===== src/common/ldsp_pkg.sv =====
/*
  Package of the serial display port: widths, command fields, reset
  values, timing counts, scan states and a shared one-hot decode function.
  Assumes a 10 MHz core clock and a host shift clock far slower.
*/
package ldsp_pkg;
  localparam int CMD_W  = 8;   // Command byte width
  localparam int ROW_W  = 56;  // Display row width
  localparam int KEY_W  = 32;  // Key word width
  localparam int ROWS   = 4;   // Output latch rows
  localparam int SRC_N  = 8;   // Key source outputs
  localparam int RET_N  = 4;   // Key return inputs
  localparam int CNT_W  = 7;   // Received bit counter width
  localparam int SYN_W  = 10;  // Synchronised pin inputs

  // Bit counter landmarks
  localparam logic [6:0] CNT_CMD_LAST = 7'h07;
  localparam logic [6:0] CNT_CMD_DONE = 7'h08;
  localparam logic [6:0] CNT_ROW_DONE = 7'h40;

  // Command fields
  localparam int CMD_KIND_HI = 7;
  localparam int CMD_KIND_LO = 6;
  localparam logic [1:0] KIND_SET  = 2'h0;
  localparam logic [1:0] KIND_STAT = 2'h2;
  localparam int STAT_RD_BIT  = 2;
  localparam int STAT_ADR_HI  = 4;
  localparam int STAT_ADR_LO  = 3;
  localparam int STAT_DSP_HI  = 1;
  localparam int STAT_DSP_LO  = 0;
  localparam int SET_SLAVE_BIT = 0;
  localparam logic [1:0] DISP_NORMAL = 2'h2;

  // Reset values
  localparam logic [7:0] MODE_RST = 8'h00;
  localparam logic [1:0] DISP_RST = 2'h0;
  localparam logic [1:0] ADR_RST  = 2'h0;
  // Synchroniser idle levels: returns low, all other pins high
  localparam logic [SYN_W-1:0] SYN_RST = 10'h03F;

  // Timing counts in core cycles
  localparam int FRAME_CYC = 2048;
  localparam int SLOT_CYC  = 16;
  localparam int SYNC_CYC  = 4;

  // Key scan states, Gray from IDLE to DRIVE to DONE, two bits change from DONE back to IDLE
  typedef enum logic [1:0] {
    SC_IDLE  = 2'h0,
    SC_DRIVE = 2'h1,
    SC_DONE  = 2'h3
  } ldsp_scan_t;

  // One-hot decode of a 3-bit index
  function automatic logic [7:0] ldsp_onehot(input logic [2:0] idx);
    ldsp_onehot = 8'h01 << idx;
  endfunction : ldsp_onehot
endpackage : ldsp_pkg


===== src/common/ldsp_key_if.sv =====
/*
  Carrier between the serial port top and its key scanner.
  Assumes both ends run on the same core clock.
*/
`timescale 1ns/10ps
interface ldsp_key_if;
  logic       frame_start; // Frame boundary pulse
  logic       scan_en;     // Display in normal operation
  logic       gate_ok;     // Output gate high
  logic [3:0] ret;         // Synchronised return lines
  logic [7:0] src;         // Key source drive
  logic       src_act;     // Scan slot in progress
  logic       key_req;     // Pressed key present
  logic [31:0] word;       // Confirmed key word
  logic       word_valid;  // New key word offered
  logic       word_ready;  // Buffer accepts word

  modport scan (input frame_start, scan_en, gate_ok, ret, word_ready,
                output src, src_act, key_req, word, word_valid);
  modport top  (output frame_start, scan_en, gate_ok, ret, word_ready,
                input src, src_act, key_req, word, word_valid);
endinterface : ldsp_key_if


===== src/rtl/ldsp_buf2.sv =====
/*
  Two-entry buffer with valid and ready on both sides.
  Assumes a single clock and an asynchronous low reset.
*/
`timescale 1ns/10ps
module ldsp_buf2
  import ldsp_pkg::*;
#(
  parameter int WIDTH = 32,
  parameter int DEPTH = 2
) (
  input  wire logic             clock_i,
  input  wire logic             nrst_i,
  input  wire logic             in_valid_i,
  output logic                  in_ready_o,
  input  wire logic [WIDTH-1:0] in_data_i,
  output logic                  out_valid_o,
  input  wire logic             out_ready_i,
  output logic [WIDTH-1:0]      out_data_o
);
  localparam int PW = $clog2(DEPTH);
  localparam logic [PW:0] DEPTH_C = (PW+1)'(DEPTH);

  logic [WIDTH-1:0] mem_ff [DEPTH];  // Storage
  logic [PW-1:0]    wp_ff, nxt_wp;   // Write pointer
  logic [PW-1:0]    rp_ff, nxt_rp;   // Read pointer
  logic [PW:0]      cnt_ff, nxt_cnt; // Fill level
  logic             push, pop;

  assign in_ready_o  = (cnt_ff != DEPTH_C);
  assign out_valid_o = (cnt_ff != '0);
  assign out_data_o  = mem_ff[rp_ff];
  assign push = in_valid_i && in_ready_o;
  assign pop  = out_valid_o && out_ready_i;

  // Pointer and level update
  always_comb begin
    nxt_wp  = push ? PW'(wp_ff + 1'b1) : wp_ff;
    nxt_rp  = pop ? PW'(rp_ff + 1'b1) : rp_ff;
    nxt_cnt = cnt_ff;
    if (push && !pop) begin
      nxt_cnt = cnt_ff + 1'b1;
    end else if (pop && !push) begin
      nxt_cnt = cnt_ff - 1'b1;
    end
  end

  // Register pointers and level
  always_ff @(posedge clock_i or negedge nrst_i) begin
    if (!nrst_i) begin
      wp_ff  <= '0;
      rp_ff  <= '0;
      cnt_ff <= '0;
    end else begin
      wp_ff  <= nxt_wp;
      rp_ff  <= nxt_rp;
      cnt_ff <= nxt_cnt;
    end
  end

  // Storage written on push, no reset needed
  always_ff @(posedge clock_i) begin
    if (push) begin
      mem_ff[wp_ff] <= in_data_i;
    end
  end
endmodule : ldsp_buf2


===== src/rtl/ldsp_keyscan.sv =====
/*
  Key scanner: drives one source per slot, samples the return lines,
  confirms a word when two frames agree and offers it downstream.
  Assumes frame_start pulses once per frame from the port top.
*/
`timescale 1ns/10ps
module ldsp_keyscan
  import ldsp_pkg::*;
#(
  parameter int SLOT_CYCLES = SLOT_CYC
) (
  input  wire logic clock_i,
  input  wire logic nrst_i,
  ldsp_key_if.scan  kif
);
  ldsp_scan_t  st_ff,   nxt_st;   // Scan state
  logic [2:0]  slot_ff, nxt_slot; // Source index
  logic [3:0]  cyc_ff,  nxt_cyc;  // Cycle within slot
  logic [31:0] acc_ff,  nxt_acc;  // This frame's sample
  logic [31:0] prev_ff, nxt_prev; // Previous frame's sample
  logic [31:0] keys_ff, nxt_keys; // Confirmed key word
  logic        pend_ff, nxt_pend; // Word waiting for buffer

  assign kif.src_act    = (st_ff == SC_DRIVE);
  assign kif.src        = kif.src_act ? ldsp_onehot(slot_ff) : 8'h00;
  assign kif.key_req    = |keys_ff;
  assign kif.word       = keys_ff;
  assign kif.word_valid = pend_ff;

  // Scan sequencing and confirmation
  always_comb begin
    nxt_st   = st_ff;
    nxt_slot = slot_ff;
    nxt_cyc  = cyc_ff;
    nxt_acc  = acc_ff;
    nxt_prev = prev_ff;
    nxt_keys = keys_ff;
    nxt_pend = pend_ff && !kif.word_ready;
    case (st_ff)
      SC_IDLE: begin
        // Start a scan at each frame boundary while the display is in normal operation
        if (kif.frame_start && kif.scan_en) begin
          nxt_st   = SC_DRIVE;
          nxt_slot = 3'h0;
          nxt_cyc  = 4'h0;
        end
      end
      SC_DRIVE: begin
        nxt_cyc = cyc_ff + 4'h1;
        if (!kif.scan_en) begin
          nxt_st = SC_IDLE;
        end else if (cyc_ff == 4'(SLOT_CYCLES - 1)) begin
          // Sample the four returns at slot end
          nxt_acc[(7 - slot_ff) * 4 +: 4] = kif.ret;
          nxt_cyc  = 4'h0;
          nxt_slot = slot_ff + 3'h1;
          if (slot_ff == 3'h7) begin
            nxt_st = SC_DONE;
          end
        end
      end
      SC_DONE: begin
        nxt_st   = SC_IDLE;
        nxt_prev = acc_ff;
        // Latch only on two equal frames, never with gate low
        if (acc_ff == prev_ff && kif.gate_ok) begin
          nxt_keys = acc_ff;
          if (acc_ff != keys_ff) begin
            nxt_pend = 1'b1; // Set wins over the buffer take
          end
        end
      end
      default: nxt_st = SC_IDLE;
    endcase
  end

  // Register scan state
  always_ff @(posedge clock_i or negedge nrst_i) begin
    if (!nrst_i) begin
      st_ff   <= SC_IDLE;
      slot_ff <= 3'h0;
      cyc_ff  <= 4'h0;
      acc_ff  <= 32'h0;
      prev_ff <= 32'h0;
      keys_ff <= 32'h0;
      pend_ff <= 1'b0;
    end else begin
      st_ff   <= nxt_st;
      slot_ff <= nxt_slot;
      cyc_ff  <= nxt_cyc;
      acc_ff  <= nxt_acc;
      prev_ff <= nxt_prev;
      keys_ff <= nxt_keys;
      pend_ff <= nxt_pend;
    end
  end
endmodule : ldsp_keyscan


===== src/rtl/ldsp_port.sv =====
/*
  Serial host port of a segment display controller with key scanning.
  Holds pin synchronisers, the command and display shift registers,
  command processing, the output latch, frame timing with wired-OR
  frame sync, segment and lamp output staging and key read-back.
  Assumes the host shift clock runs at most an eighth of clock_i.
*/
`timescale 1ns/10ps
module ldsp_port
  import ldsp_pkg::*;
#(
  parameter int FRAME_CYCLES = FRAME_CYC,
  parameter int SLOT_CYCLES  = SLOT_CYC
) (
  input  wire logic        clock_i,
  input  wire logic        nrst_i,
  input  wire logic        shift_clk_i,
  input  wire logic        transfer_frame_low_i,
  input  wire logic        data_i,
  output logic             data_o,
  output logic             data_oe_o,
  input  wire logic        panel_or_lamp_select_i,
  input  wire logic        out_gate_i,
  input  wire logic [3:0]  return_line_inputs_i,
  input  wire logic        sync_i,
  output logic             sync_o,
  output logic             sync_oe_o,
  output logic [7:0]       scan_source_shared_outputs_o,
  output logic [39:0]      seg_plain_o,
  output logic [7:0]       lamp_capable_outputs_o,
  output logic [7:0]       lamp_sink_oe_o,
  output logic [3:0]       backplane_drives_o,
  output logic             key_request_o
);
  localparam int ROW_CYC = FRAME_CYCLES / ROWS;
  localparam int FW      = $clog2(FRAME_CYCLES);

  // Pin synchroniser stages
  logic [SYN_W-1:0] s1_ff, s2_ff, s3_ff;
  logic [SYN_W-1:0] pins;
  logic sck, stb, din, sel, gate, sync_in;
  logic sck_rise, sck_fall, stb_rise, stb_fall, sync_fall;

  // Serial receive and transmit state
  logic [CNT_W-1:0] cnt_ff,  nxt_cnt;  // Received bit count
  logic [7:0]       cmd_ff,  nxt_cmd;  // command_shift_byte
  logic [55:0]      row_ff,  nxt_row;  // display_shift_row
  logic [31:0]      tx_ff,   nxt_tx;   // Key word being sent
  logic [31:0]      last_ff, nxt_last; // Last word sent
  logic             txon_ff, nxt_txon; // Read transfer active
  logic             low_ff,  nxt_low;  // Pulling data low

  // Configuration and output latch
  logic [7:0]  mode_ff, nxt_mode;      // Display setting byte
  logic [1:0]  disp_ff, nxt_disp;      // Display control field
  logic [1:0]  adr_ff,  nxt_adr;       // Latch address
  logic        rd_ff,   nxt_rd;        // Read mode
  logic [55:0] lat_ff [ROWS];          // Output latch rows
  logic        lat_we;                 // Latch write strobe
  logic [1:0]  lat_adr;                // Latch write row

  // Frame timing
  logic [FW-1:0] frm_ff,  nxt_frm;     // Cycle within frame
  logic [1:0]    rowi_ff, nxt_rowi;    // Active backplane row
  logic [2:0]    syn_ff,  nxt_syn;     // Sync pulse length left
  logic          fstart;               // Frame boundary

  // Output staging
  logic [55:0] lit;                    // Lit segments this row
  logic        disp_on;
  logic [7:0]  src_ff, nxt_src;
  logic [39:0] plain_ff, nxt_plain;
  logic [7:0]  lamp_ff, nxt_lamp;
  logic [7:0]  sink_ff, nxt_sink;
  logic [3:0]  bp_ff, nxt_bp;

  // Buffer draining side
  logic [31:0] buf_data;
  logic        buf_valid, buf_pop;

  ldsp_key_if kif ();

  // Two-flop synchronisers on every pin input
  assign pins = {return_line_inputs_i, sync_i, out_gate_i,
                 panel_or_lamp_select_i, data_i, transfer_frame_low_i,
                 shift_clk_i};
  always_ff @(posedge clock_i or negedge nrst_i) begin
    if (!nrst_i) begin
      s1_ff <= SYN_RST;
      s2_ff <= SYN_RST;
      s3_ff <= SYN_RST;
    end else begin
      s1_ff <= pins;
      s2_ff <= s1_ff;
      s3_ff <= s2_ff;
    end
  end

  // Levels and edges, all from the second stage onward
  assign sck       = s2_ff[0];
  assign stb       = s2_ff[1];
  assign din       = s2_ff[2];
  assign sel       = s2_ff[3];
  assign gate      = s2_ff[4];
  assign sync_in   = s2_ff[5];
  assign sck_rise  = sck && !s3_ff[0];
  assign sck_fall  = !sck && s3_ff[0];
  assign stb_rise  = stb && !s3_ff[1];
  assign stb_fall  = !stb && s3_ff[1];
  assign sync_fall = !sync_in && s3_ff[5];

  // Serial reception, command processing and key send
  always_comb begin
    nxt_cnt  = cnt_ff;
    nxt_cmd  = cmd_ff;
    nxt_row  = row_ff;
    nxt_tx   = tx_ff;
    nxt_last = last_ff;
    nxt_txon = txon_ff;
    nxt_low  = low_ff;
    nxt_mode = mode_ff;
    nxt_disp = disp_ff;
    nxt_adr  = adr_ff;
    nxt_rd   = rd_ff;
    lat_we   = 1'b0;
    lat_adr  = adr_ff;
    buf_pop  = 1'b0;
    if (stb) begin
      // Idle between transfers: restart and release the line
      nxt_cnt  = '0;
      nxt_txon = 1'b0;
      nxt_low  = 1'b0;
      if (stb_rise && cnt_ff >= CNT_CMD_DONE) begin
        if (cmd_ff[CMD_KIND_HI:CMD_KIND_LO] == KIND_SET) begin
          // New setting blanks the display and stops scanning
          if (cmd_ff != mode_ff) begin
            nxt_mode = cmd_ff;
            nxt_disp = DISP_RST;
          end
        end else if (cmd_ff[CMD_KIND_HI:CMD_KIND_LO] == KIND_STAT) begin
          nxt_rd   = cmd_ff[STAT_RD_BIT];
          nxt_adr  = cmd_ff[STAT_ADR_HI:STAT_ADR_LO];
          nxt_disp = cmd_ff[STAT_DSP_HI:STAT_DSP_LO];
        end
        // Full row received in write mode goes to the latch
        if (cnt_ff == CNT_ROW_DONE && !nxt_rd) begin
          lat_we  = 1'b1;
          lat_adr = nxt_adr;
        end
      end
    end else if (stb_fall) begin
      nxt_cnt = '0;
    end else begin
      if (sck_rise) begin
        if (cnt_ff < CNT_CMD_DONE) begin
          nxt_cmd = {cmd_ff[6:0], din};
          if (cnt_ff == CNT_CMD_LAST &&
              cmd_ff[6:5] == KIND_STAT &&
              cmd_ff[STAT_RD_BIT - 1]) begin
            // Read command complete: load key word to send
            nxt_txon = 1'b1;
            buf_pop  = buf_valid;
            nxt_tx   = buf_valid ? buf_data : last_ff;
            nxt_last = nxt_tx;
          end
        end else if (cnt_ff < CNT_ROW_DONE && !txon_ff) begin
          nxt_row = {row_ff[54:0], din};
        end
        if (cnt_ff < CNT_ROW_DONE) begin
          nxt_cnt = cnt_ff + 1'b1;
        end
      end
      if (sck_fall && txon_ff) begin
        nxt_low = !tx_ff[31];
        nxt_tx  = {tx_ff[30:0], 1'b0};
      end
    end
  end

  // Register serial and configuration state
  always_ff @(posedge clock_i or negedge nrst_i) begin
    if (!nrst_i) begin
      cnt_ff  <= '0;
      cmd_ff  <= 8'h00;
      row_ff  <= 56'h0;
      tx_ff   <= 32'h0;
      last_ff <= 32'h0;
      txon_ff <= 1'b0;
      low_ff  <= 1'b0;
      mode_ff <= MODE_RST;
      disp_ff <= DISP_RST;
      adr_ff  <= ADR_RST;
      rd_ff   <= 1'b0;
    end else begin
      cnt_ff  <= nxt_cnt;
      cmd_ff  <= nxt_cmd;
      row_ff  <= nxt_row;
      tx_ff   <= nxt_tx;
      last_ff <= nxt_last;
      txon_ff <= nxt_txon;
      low_ff  <= nxt_low;
      mode_ff <= nxt_mode;
      disp_ff <= nxt_disp;
      adr_ff  <= nxt_adr;
      rd_ff   <= nxt_rd;
    end
  end

  // Output latch rows
  always_ff @(posedge clock_i or negedge nrst_i) begin
    if (!nrst_i) begin
      for (int i = 0; i < ROWS; i++) begin
        lat_ff[i] <= 56'h0;
      end
    end else if (lat_we) begin
      lat_ff[lat_adr] <= row_ff;
    end
  end

  // Open drain data: output low, enable only to pull low
  assign data_o    = 1'b0;
  assign data_oe_o = low_ff;

  // Frame timing with wired-OR sync
  always_comb begin
    fstart   = (frm_ff == FW'(FRAME_CYCLES - 1));
    nxt_frm  = fstart ? '0 : FW'(frm_ff + 1'b1);
    nxt_rowi = rowi_ff;
    nxt_syn  = (syn_ff != 3'h0) ? syn_ff - 3'h1 : 3'h0;
    if (mode_ff[SET_SLAVE_BIT] && sync_fall) begin
      // Followers restart their frame on the shared edge
      nxt_frm  = '0;
      nxt_rowi = 2'h0;
    end else if (fstart) begin
      nxt_rowi = 2'h0;
      if (!mode_ff[SET_SLAVE_BIT]) begin
        nxt_syn = 3'(SYNC_CYC);
      end
    end else if (frm_ff == FW'(ROW_CYC * (32'(rowi_ff) + 1) - 1)) begin
      nxt_rowi = rowi_ff + 2'h1;
    end
  end

  // Register frame timing
  always_ff @(posedge clock_i or negedge nrst_i) begin
    if (!nrst_i) begin
      frm_ff  <= '0;
      rowi_ff <= 2'h0;
      syn_ff  <= 3'h0;
    end else begin
      frm_ff  <= nxt_frm;
      rowi_ff <= nxt_rowi;
      syn_ff  <= nxt_syn;
    end
  end

  // Sync pin only ever pulled low
  assign sync_o    = 1'b0;
  assign sync_oe_o = (syn_ff != 3'h0);

  // Key scanner and its two-entry buffer
  assign kif.frame_start = fstart;
  assign kif.scan_en     = (disp_ff == DISP_NORMAL);
  assign kif.gate_ok     = gate;
  assign kif.ret         = s2_ff[9:6];

  ldsp_keyscan #(
    .SLOT_CYCLES (SLOT_CYCLES)
  ) u_scan (
    .clock_i (clock_i),
    .nrst_i  (nrst_i),
    .kif     (kif)
  );

  ldsp_buf2 #(
    .WIDTH (KEY_W),
    .DEPTH (2)
  ) u_buf (
    .clock_i     (clock_i),
    .nrst_i      (nrst_i),
    .in_valid_i  (kif.word_valid),
    .in_ready_o  (kif.word_ready),
    .in_data_i   (kif.word),
    .out_valid_o (buf_valid),
    .out_ready_i (buf_pop),
    .out_data_o  (buf_data)
  );

  assign key_request_o = kif.key_req;

  // Segment, lamp and backplane staging
  always_comb begin
    disp_on   = (disp_ff == DISP_NORMAL) && gate;
    lit       = disp_on ? lat_ff[rowi_ff] : 56'h0;
    nxt_src   = kif.src_act ? kif.src : lit[7:0];
    nxt_plain = lit[47:8];
    nxt_bp    = disp_on ? 4'(ldsp_onehot({1'b0, rowi_ff})) : 4'h0;
    if (sel) begin
      nxt_lamp = lit[55:48];
      nxt_sink = 8'h00;
    end else begin
      nxt_lamp = 8'h00;
      nxt_sink = disp_on ? ~lat_ff[rowi_ff][55:48] : 8'h00;
    end
  end

  // Register outputs
  always_ff @(posedge clock_i or negedge nrst_i) begin
    if (!nrst_i) begin
      src_ff   <= 8'h00;
      plain_ff <= 40'h0;
      lamp_ff  <= 8'h00;
      sink_ff  <= 8'h00;
      bp_ff    <= 4'h0;
    end else begin
      src_ff   <= nxt_src;
      plain_ff <= nxt_plain;
      lamp_ff  <= nxt_lamp;
      sink_ff  <= nxt_sink;
      bp_ff    <= nxt_bp;
    end
  end

  assign scan_source_shared_outputs_o = src_ff;
  assign seg_plain_o                  = plain_ff;
  assign lamp_capable_outputs_o       = lamp_ff;
  assign lamp_sink_oe_o               = sink_ff;
  assign backplane_drives_o           = bp_ff;
endmodule : ldsp_port


===== config.mk =====
export PLATFORM = sky130hd
export DESIGN_NAME = ldsp_port
export DESIGN_NICKNAME = d
export VERILOG_FILES = /design/src/common/ldsp_pkg.sv /design/src/common/ldsp_key_if.sv /design/src/rtl/ldsp_buf2.sv /design/src/rtl/ldsp_keyscan.sv /design/src/rtl/ldsp_port.sv
export SDC_FILE = /design/constraint.sdc
export NUM_CORES = 1
export LEC_CHECK = 0
export ABC_AREA = 1
export BUFFER_PORTS_ARGS = -buffer_cell sky130_fd_sc_hd__buf_2
export CAP_MARGIN = 25
export CORE_AREA = 10 10 280 201
export DETAILED_ROUTE_END_ITERATION = 10
export DIE_AREA = 0 0 290 211
export PLACE_DENSITY = 0.75
export SLEW_MARGIN = 20
export SYNTH_ARGS = -nofsm -noshare
export SYNTH_HDL_FRONTEND = slang
export SYNTH_SLANG_ARGS = --single-unit

===== constraint.sdc =====
create_clock -name clock_i -period 2.3 [get_ports clock_i]
set_input_delay 0.46 -clock clock_i [delete_from_list [all_inputs] [get_ports clock_i]]
set_output_delay 0.46 -clock clock_i [all_outputs]
set_load 0.03 [all_outputs]

==> impl_metrics.csv, run 1 <==
group,metric,value,unit
status,status,"finished, violations left",
status,violations,"negative setup slack",
layout,fin_nets,3195,
power_and_ir_drop,leakagePower,14.4,nW
place,io_buffer_count,82,
flow_run,maxCapViolCount,0,
synth,synth_top_area_cell,"dfrtp_1",
place,preCtsSetupSlack,0.145,ns
hold_path,hp-class,"reg -> reg",
sta,finalMaxSlewViolations,0,
sta,setup_viol,1,
clock_network,worstSkewPairLatency,0.64,ns
critical_path,startpoint_type,"flop",
synth,synth-edff-count,64,
sta,setup_slack,-0.0715,ns
floorplan,core,50600,um^2
synth,ys_seq_area_share,59.4,%
synth,synth_common_cells,"nand2_1 (759), dfrtp_1 (576), o21ai_0 (318)",
synth,synth_warnings,0,
global_routing,grt_overflow,0,
layout,stdcell_count,3892,
floorplan,die_width,290,um
route,wl_per_cell,17.0,um
critical_path,cp_max_fo,3,
sta,max_freq,422,MHz
critical_path,worst_path_max_delay_cell,"dfrtp_1",
layout,n_antenna_cell,0,
sta,finalHoldViolations,0,
clock_network,h-tree-depth,2,
critical_path,cp_cell_sequence,"inv_2, nand4_1, nor4_2, buf_4, nand3_4, buf_6",
clock_network,cts_tree,"done",
route,first_iter_violations,2161,
layout,drive_above_1_share,12.4,%
synth,postSynthRegisterBits,655,
clock_network,cts-root-buf,"clkbuf_16",
place,gp_congestion,0.876,
floorplan,die_area,61200,um^2
place,hpwl,42100,um
floorplan,num_rows,69,
route,ant_nets,0,
route,drt_wl_total,66000,um
clock_network,cts_sinks,655,
synth,synth_area_leaders,"dfrtp_1 (51%), nand2_1 (10%), edfxtp_1 (6.8%)",
synth,synthCells,3077,
synth,synth_cell_types,41,
sta,skew,0.0234,ns
sta,post-route-min-period,2.37,ns
synth,yosysMostFrequentCell,"nand2_1",
layout,synthToLayoutAreaGrowth,13.2,%
sta,maxSlewHeadroom,40.4,%
route,vias_per_cell,5.51,
route,num_vias,21400,
global_routing,grt_antenna_before_repair,0,
sta,whs,0.345,ns
route,firstDrtPassIters,6,
global_routing,grt_pass1_vias,21000,
sta,min_period_over_period,103,%
critical_path,path_delay_family,"simple AND/OR/NAND/NOR gates",
floorplan,die_h,211,um
critical_path,crit_buf_inv,3,
synth,syn-cell-area,28200,um^2
sta,rsz0062_at_grt,"true",
sta,timing.setup.tns,-0.0715,ns
power_and_ir_drop,power.density,711,nW/um^2
synth,async_reset_ff_share,90.2,%
power_and_ir_drop,vdd_drop_max,0.610,mV
power_and_ir_drop,power,0.0227,W
floorplan,io_pins,85,
global_routing,grt_pass1_wl,110000,um
critical_path,endpoint_kind,"output port",
synth,syn_avg_cell_area,9.16,um^2
critical_path,critPathMaxStageDelay,0.40,ns
place,dp.cells,3745,
clock_network,clkTransAtPathRegs,0.07,ns
global_routing,gr-usage-all-layers,21.5,%
global_routing,grt_max_degree,118,
critical_path,arrival,1.91,ns
route,drc,0,
clock_network,cts_buffers,61,
clock_network,clk_path_buf_depth,3,
synth,synth_top_area_share,51.1,%
critical_path,cp_data_required_time,1.84,ns
synth,ys.flop_type,"dfrtp_1",
critical_path,critPathKind,"reg -> out",
sta,max_slew.worst_pin.slew,0.893,ns
floorplan,start_util,55.7,%
## cells in the final DEF (no fill, tap or decap), types with 10 or more instances in the layout
cell and instances:
clkbuf_16 63, o21ai_1 167, dlygate4sd3_1 11, dfrtp_1 574, clkinv_2 10, o21bai_1 32
buf_4 69, o21ai_2 57, ha_1 17, buf_12 26, o211ai_1 31, inv_2 13
o21a_1 31, clkbuf_8 16, nand2_1 758, nand3_1 100, o21ai_0 318, xnor2_1 18
buf_2 80, nand4_1 42, nor2_1 283, edfxtp_1 64, a21oi_1 64, dfstp_2 15
inv_1 249, nor3_1 15, clkbuf_1 14
## metrics by stage
step / utilization, % / instance area (um^2)
floorplan: - / 28200
global placement: 58.2 / 29400
detailed placement: 58.2 / 29400
CTS: 62.9 / 31800
global route: 63.1 / 31900
finish: 63.1 / 31900
## registers in the layout, indices dropped and copies added (netlist names), 11 cells and up
name             flops
frm_ff              11
last_ff             32
lat_ff             224
row_ff              56
seg_plain_o         40
tx_ff               32
u_buf.mem_ff        64
u_scan.acc_ff       32
u_scan.kif.word     32
u_scan.prev_ff      32
## per-layer routing
metal / up-vias / track usage, % / part of all wire, %
li1: 10200 / - / -
met3: 86 / 3.81 / 7.2
met5: - / 0 / 0
met2: 661 / 33.1 / 44
met1: 10500 / 31.3 / 47
met4: 0 / 5.03 / 1.5
## cell type report
cell class	count	area, um^2
Fill cell	4054	18700
Sequential cell	655	16700
Multi-Input combinational cell	1995	9650
Clock buffer	92	1820
Timing Repair Buffer	189	1600
Inverter	264	991
Tap cell	674	843
Clock inverter	23	263
## worst paths after layout
kind                       cells past startpoint             to           startpoint  slack, ns
setup / recovery                               6  key_request_o  u_scan.kif.word[26]      -0.07
hold / removal                                 0       s2_ff[9]             s1_ff[9]       0.34
setup reg to reg                              10    lat_ff[171]            cnt_ff[0]       0.10
hold reg to reg                                0       s2_ff[9]             s1_ff[9]       0.34
max in group asynchronous                      3       s1_ff[1]               nrst_i       1.09
min in group asynchronous                      2     row_ff[21]               nrst_i       0.35
## cells by family (layout without fill, tap and decap cells)
kind of cell	count (synthesis)	count (layout)	synth area share [%]
buffers and inverters	428	568	6.82
xor gates and xnor gates	23	23	0.715
other	1	2	0.0133
adders and majority gates	17	17	0.755
AOI/OAI and AO/OA	720	720	14.6
and+or+nand+nor	1233	1233	17.8
DFF	655	655	59.4
## repair_timing
| item | CTS | global route |
|---|---|---|
| setup buffers | 15 | 5 |
| resized for setup | 12 | 8 |
| hold endpoints to repair | 40 | 0 |
| cloned | 0 | 1 |
| pin swaps | 3 | 2 |
| hold buffers | 11 | 0 |
| endpoints found under the setup margin | 1 | 65 |
## worst register-to-register path: stages (launching register included)
cell,delay [ns]
dfrtp_1,0.41
inv_1,0.13
ha_1,0.18
nand3_1,0.07
nor3_1,0.22
nand2_2,0.15
nor2_4,0.21
nand2_4,0.08
buf_12,0.24
nand2_1,0.31
o21ai_2,0.06
## report_power, final
part           internal (W)  leakage, nW  total [W]  switching [W]
clock network       0.00595         1.02     0.0104        0.00447
logic              0.000123         4.79   0.000478       0.000354
registers            0.0117         8.61     0.0118      0.0000625
Power figures use the tool's default switching activity.
==> run 2, diff against run 1 <==
Settings changed: CORE_AREA 10 10 280 201 to 10 10 271 195, DIE_AREA 0 0 290 211 to 0 0 281 205, PLACE_DENSITY 0.75 to 0.77.
Clock period 2.3 ns to 2.82 ns, I/O delays scaled along.
==> impl_metrics.csv, run 2 (synthesis gave the netlist of run 1 again) <==
group,metric,value,unit
sta,timing.setup.tns,0,ns
floorplan,die_width,281,um
sta,setup_viol,0,
sta,post-route-min-period,2.72,ns
global_routing,grt_overflow,0,
clock_network,cts_resized,0,
layout,stdcell_count,3788,
floorplan,io_pins,85,
sta,finalHoldViolations,0,
critical_path,arrival,2.16,ns
clock_network,cts_sinks,655,
layout,final_common_cell,"nand2_1",
sta,maxSlewHeadroom,36.8,%
critical_path,critPathKind,"reg -> out",
route,drc,0,
clock_network,clk_path_buf_depth,3,
critical_path,cp_data_required_time,2.26,ns
layout,largest_reg_flops,224,
route,first_iter_violations,2368,
global_routing,grt_max_degree,113,
status,status,"finished clean",
layout,n_antenna_cell,0,
floorplan,die_h,205,um
route,ant_nets,0,
sta,max_slew.worst_pin.slew,0.947,ns
layout,mostFrequentLayoutCells,"nand2_1 (758), dfrtp_1 (574), o21ai_0 (318)",
layout,stdcell_area,31200,um^2
place,dp.cells,3670,
layout,synthToLayoutAreaGrowth,10.7,%
clock_network,h-tree-depth,2,
place,io_buffer_count,82,
critical_path,cp_max_fo,4,
floorplan,core,47500,um^2
sta,rsz0062_at_grt,"false",
critical_path,r2r-start,"s2_ff[0]",
floorplan,die_area,57600,um^2
route,wl_per_cell,17.3,um
flow_run,maxCapViolCount,0,
route,firstDrtPassIters,6,
layout,drive_above_1_share,11.1,%
global_routing,gr-usage-all-layers,23.2,%
clock_network,cts-root-buf,"clkbuf_16",
sta,min_period_over_period,96.6,%
power_and_ir_drop,power,0.0184,W
hold_path,hp-start,"return_line_inputs_i[2]",
global_routing,grt_pass1_vias,21100,
sta,skew,0.0267,ns
sta,max_freq,367,MHz
clock_network,cts_buffers,61,
global_routing,grt_antenna_before_repair,0,
clock_network,postCtsSetupBuffers,0,
clock_network,postCtsHoldBufs,2,
global_routing,grt_pass1_wl,110000,um
place,postPlaceCellArea,29100,um^2
critical_path,setup.worst_path.start,"u_scan.kif.word[22]",
layout,fin_nets,3143,
route,num_vias,21400,
sta,finalMaxSlewViolations,0,
critical_path,startpoint_type,"flop",
clock_network,cts_tree,"done",
clock_network,clkTransAtPathRegs,0.07,ns
power_and_ir_drop,vdd_drop_max,0.467,mV
power_and_ir_drop,power.density,589,nW/um^2
place,hpwl,41700,um
clock_network,worstSkewPairLatency,0.64,ns
floorplan,num_rows,67,
layout,reg_top3,"lat_ff (224), u_buf.mem_ff (64), row_ff (56)",
floorplan,start_util,59.3,%
place,gp_congestion,0.915,
layout,regMostFlops,"lat_ff",
route,drt_wl_total,65600,um
critical_path,endpoint_kind,"output port",
route,vias_per_cell,5.65,
power_and_ir_drop,leakagePower,14.1,nW
hold_path,hp-class,"in -> reg",
run 2: changes by cell type in the layout (fill, tap and decap cells not counted), moves of 5 or more:
cell           before  now
clkbuf_1           14    9
clkinv_2           10   18
buf_4              69   36
buf_12             26   17
inv_2              13    8
dlygate4sd3_1      11    2
inv_1             249  254
run 2: path summary, 6_finish.rpt:
check                                  endpoint  slack, ns  cells after the start
worst max-delay path              key_request_o        0.1                      5
worst min-delay path                   s1_ff[8]       0.03                      1
worst max register to register  u_buf.cnt_ff[1]       0.46                     11
worst min register to register         s2_ff[9]       0.35                      0
max in group asynchronous           lat_ff[134]       1.30                      3
min in group asynchronous           lat_ff[195]       0.49                      2
run 2: final cells by class:
type | instances | area [um^2]
Multi-Input combinational cell | 1995 | 9580
Inverter | 264 | 991
Clock buffer | 86 | 1800
Clock inverter | 30 | 272
Fill cell | 3603 | 16300
Timing Repair Buffer | 137 | 1050
Sequential cell | 655 | 16700
Tap cell | 621 | 777
run 2: power breakdown:
group,internal (W),switching [W]
Combinational,0.0000787,0.000274
Clock,0.00476,0.00367
Sequential,0.00956,0.0000511
run 2: through the flow:
stage	setup slack (ns)	hold slack, ns	utilization (%)
global route	0.0538	0.0149	65.7
finish	0.0955	0.0326	65.7
global placement	0.460	0.335	61.2
floorplan	0.429	0.268	-
detailed placement	0.460	0.338	61.2
CTS	0.134	0.00871	65.7
run 2: worst max-delay path: stages, from the launching register on:
cell and delay (ns):
dfrtp_1 0.44, inv_1 0.12, nand4_1 0.12, nor4_1 0.45, nand3_1 0.18, buf_2 0.22
run 2: layer usage:
metal,GRT usage [%],up-vias,share of wire (%)
li1,-,10100,-
met1,33.5,10400,45
met2,35.5,797,45
met3,5.00,91,8.2
met4,5.61,0,1.5
met5,0,-,0
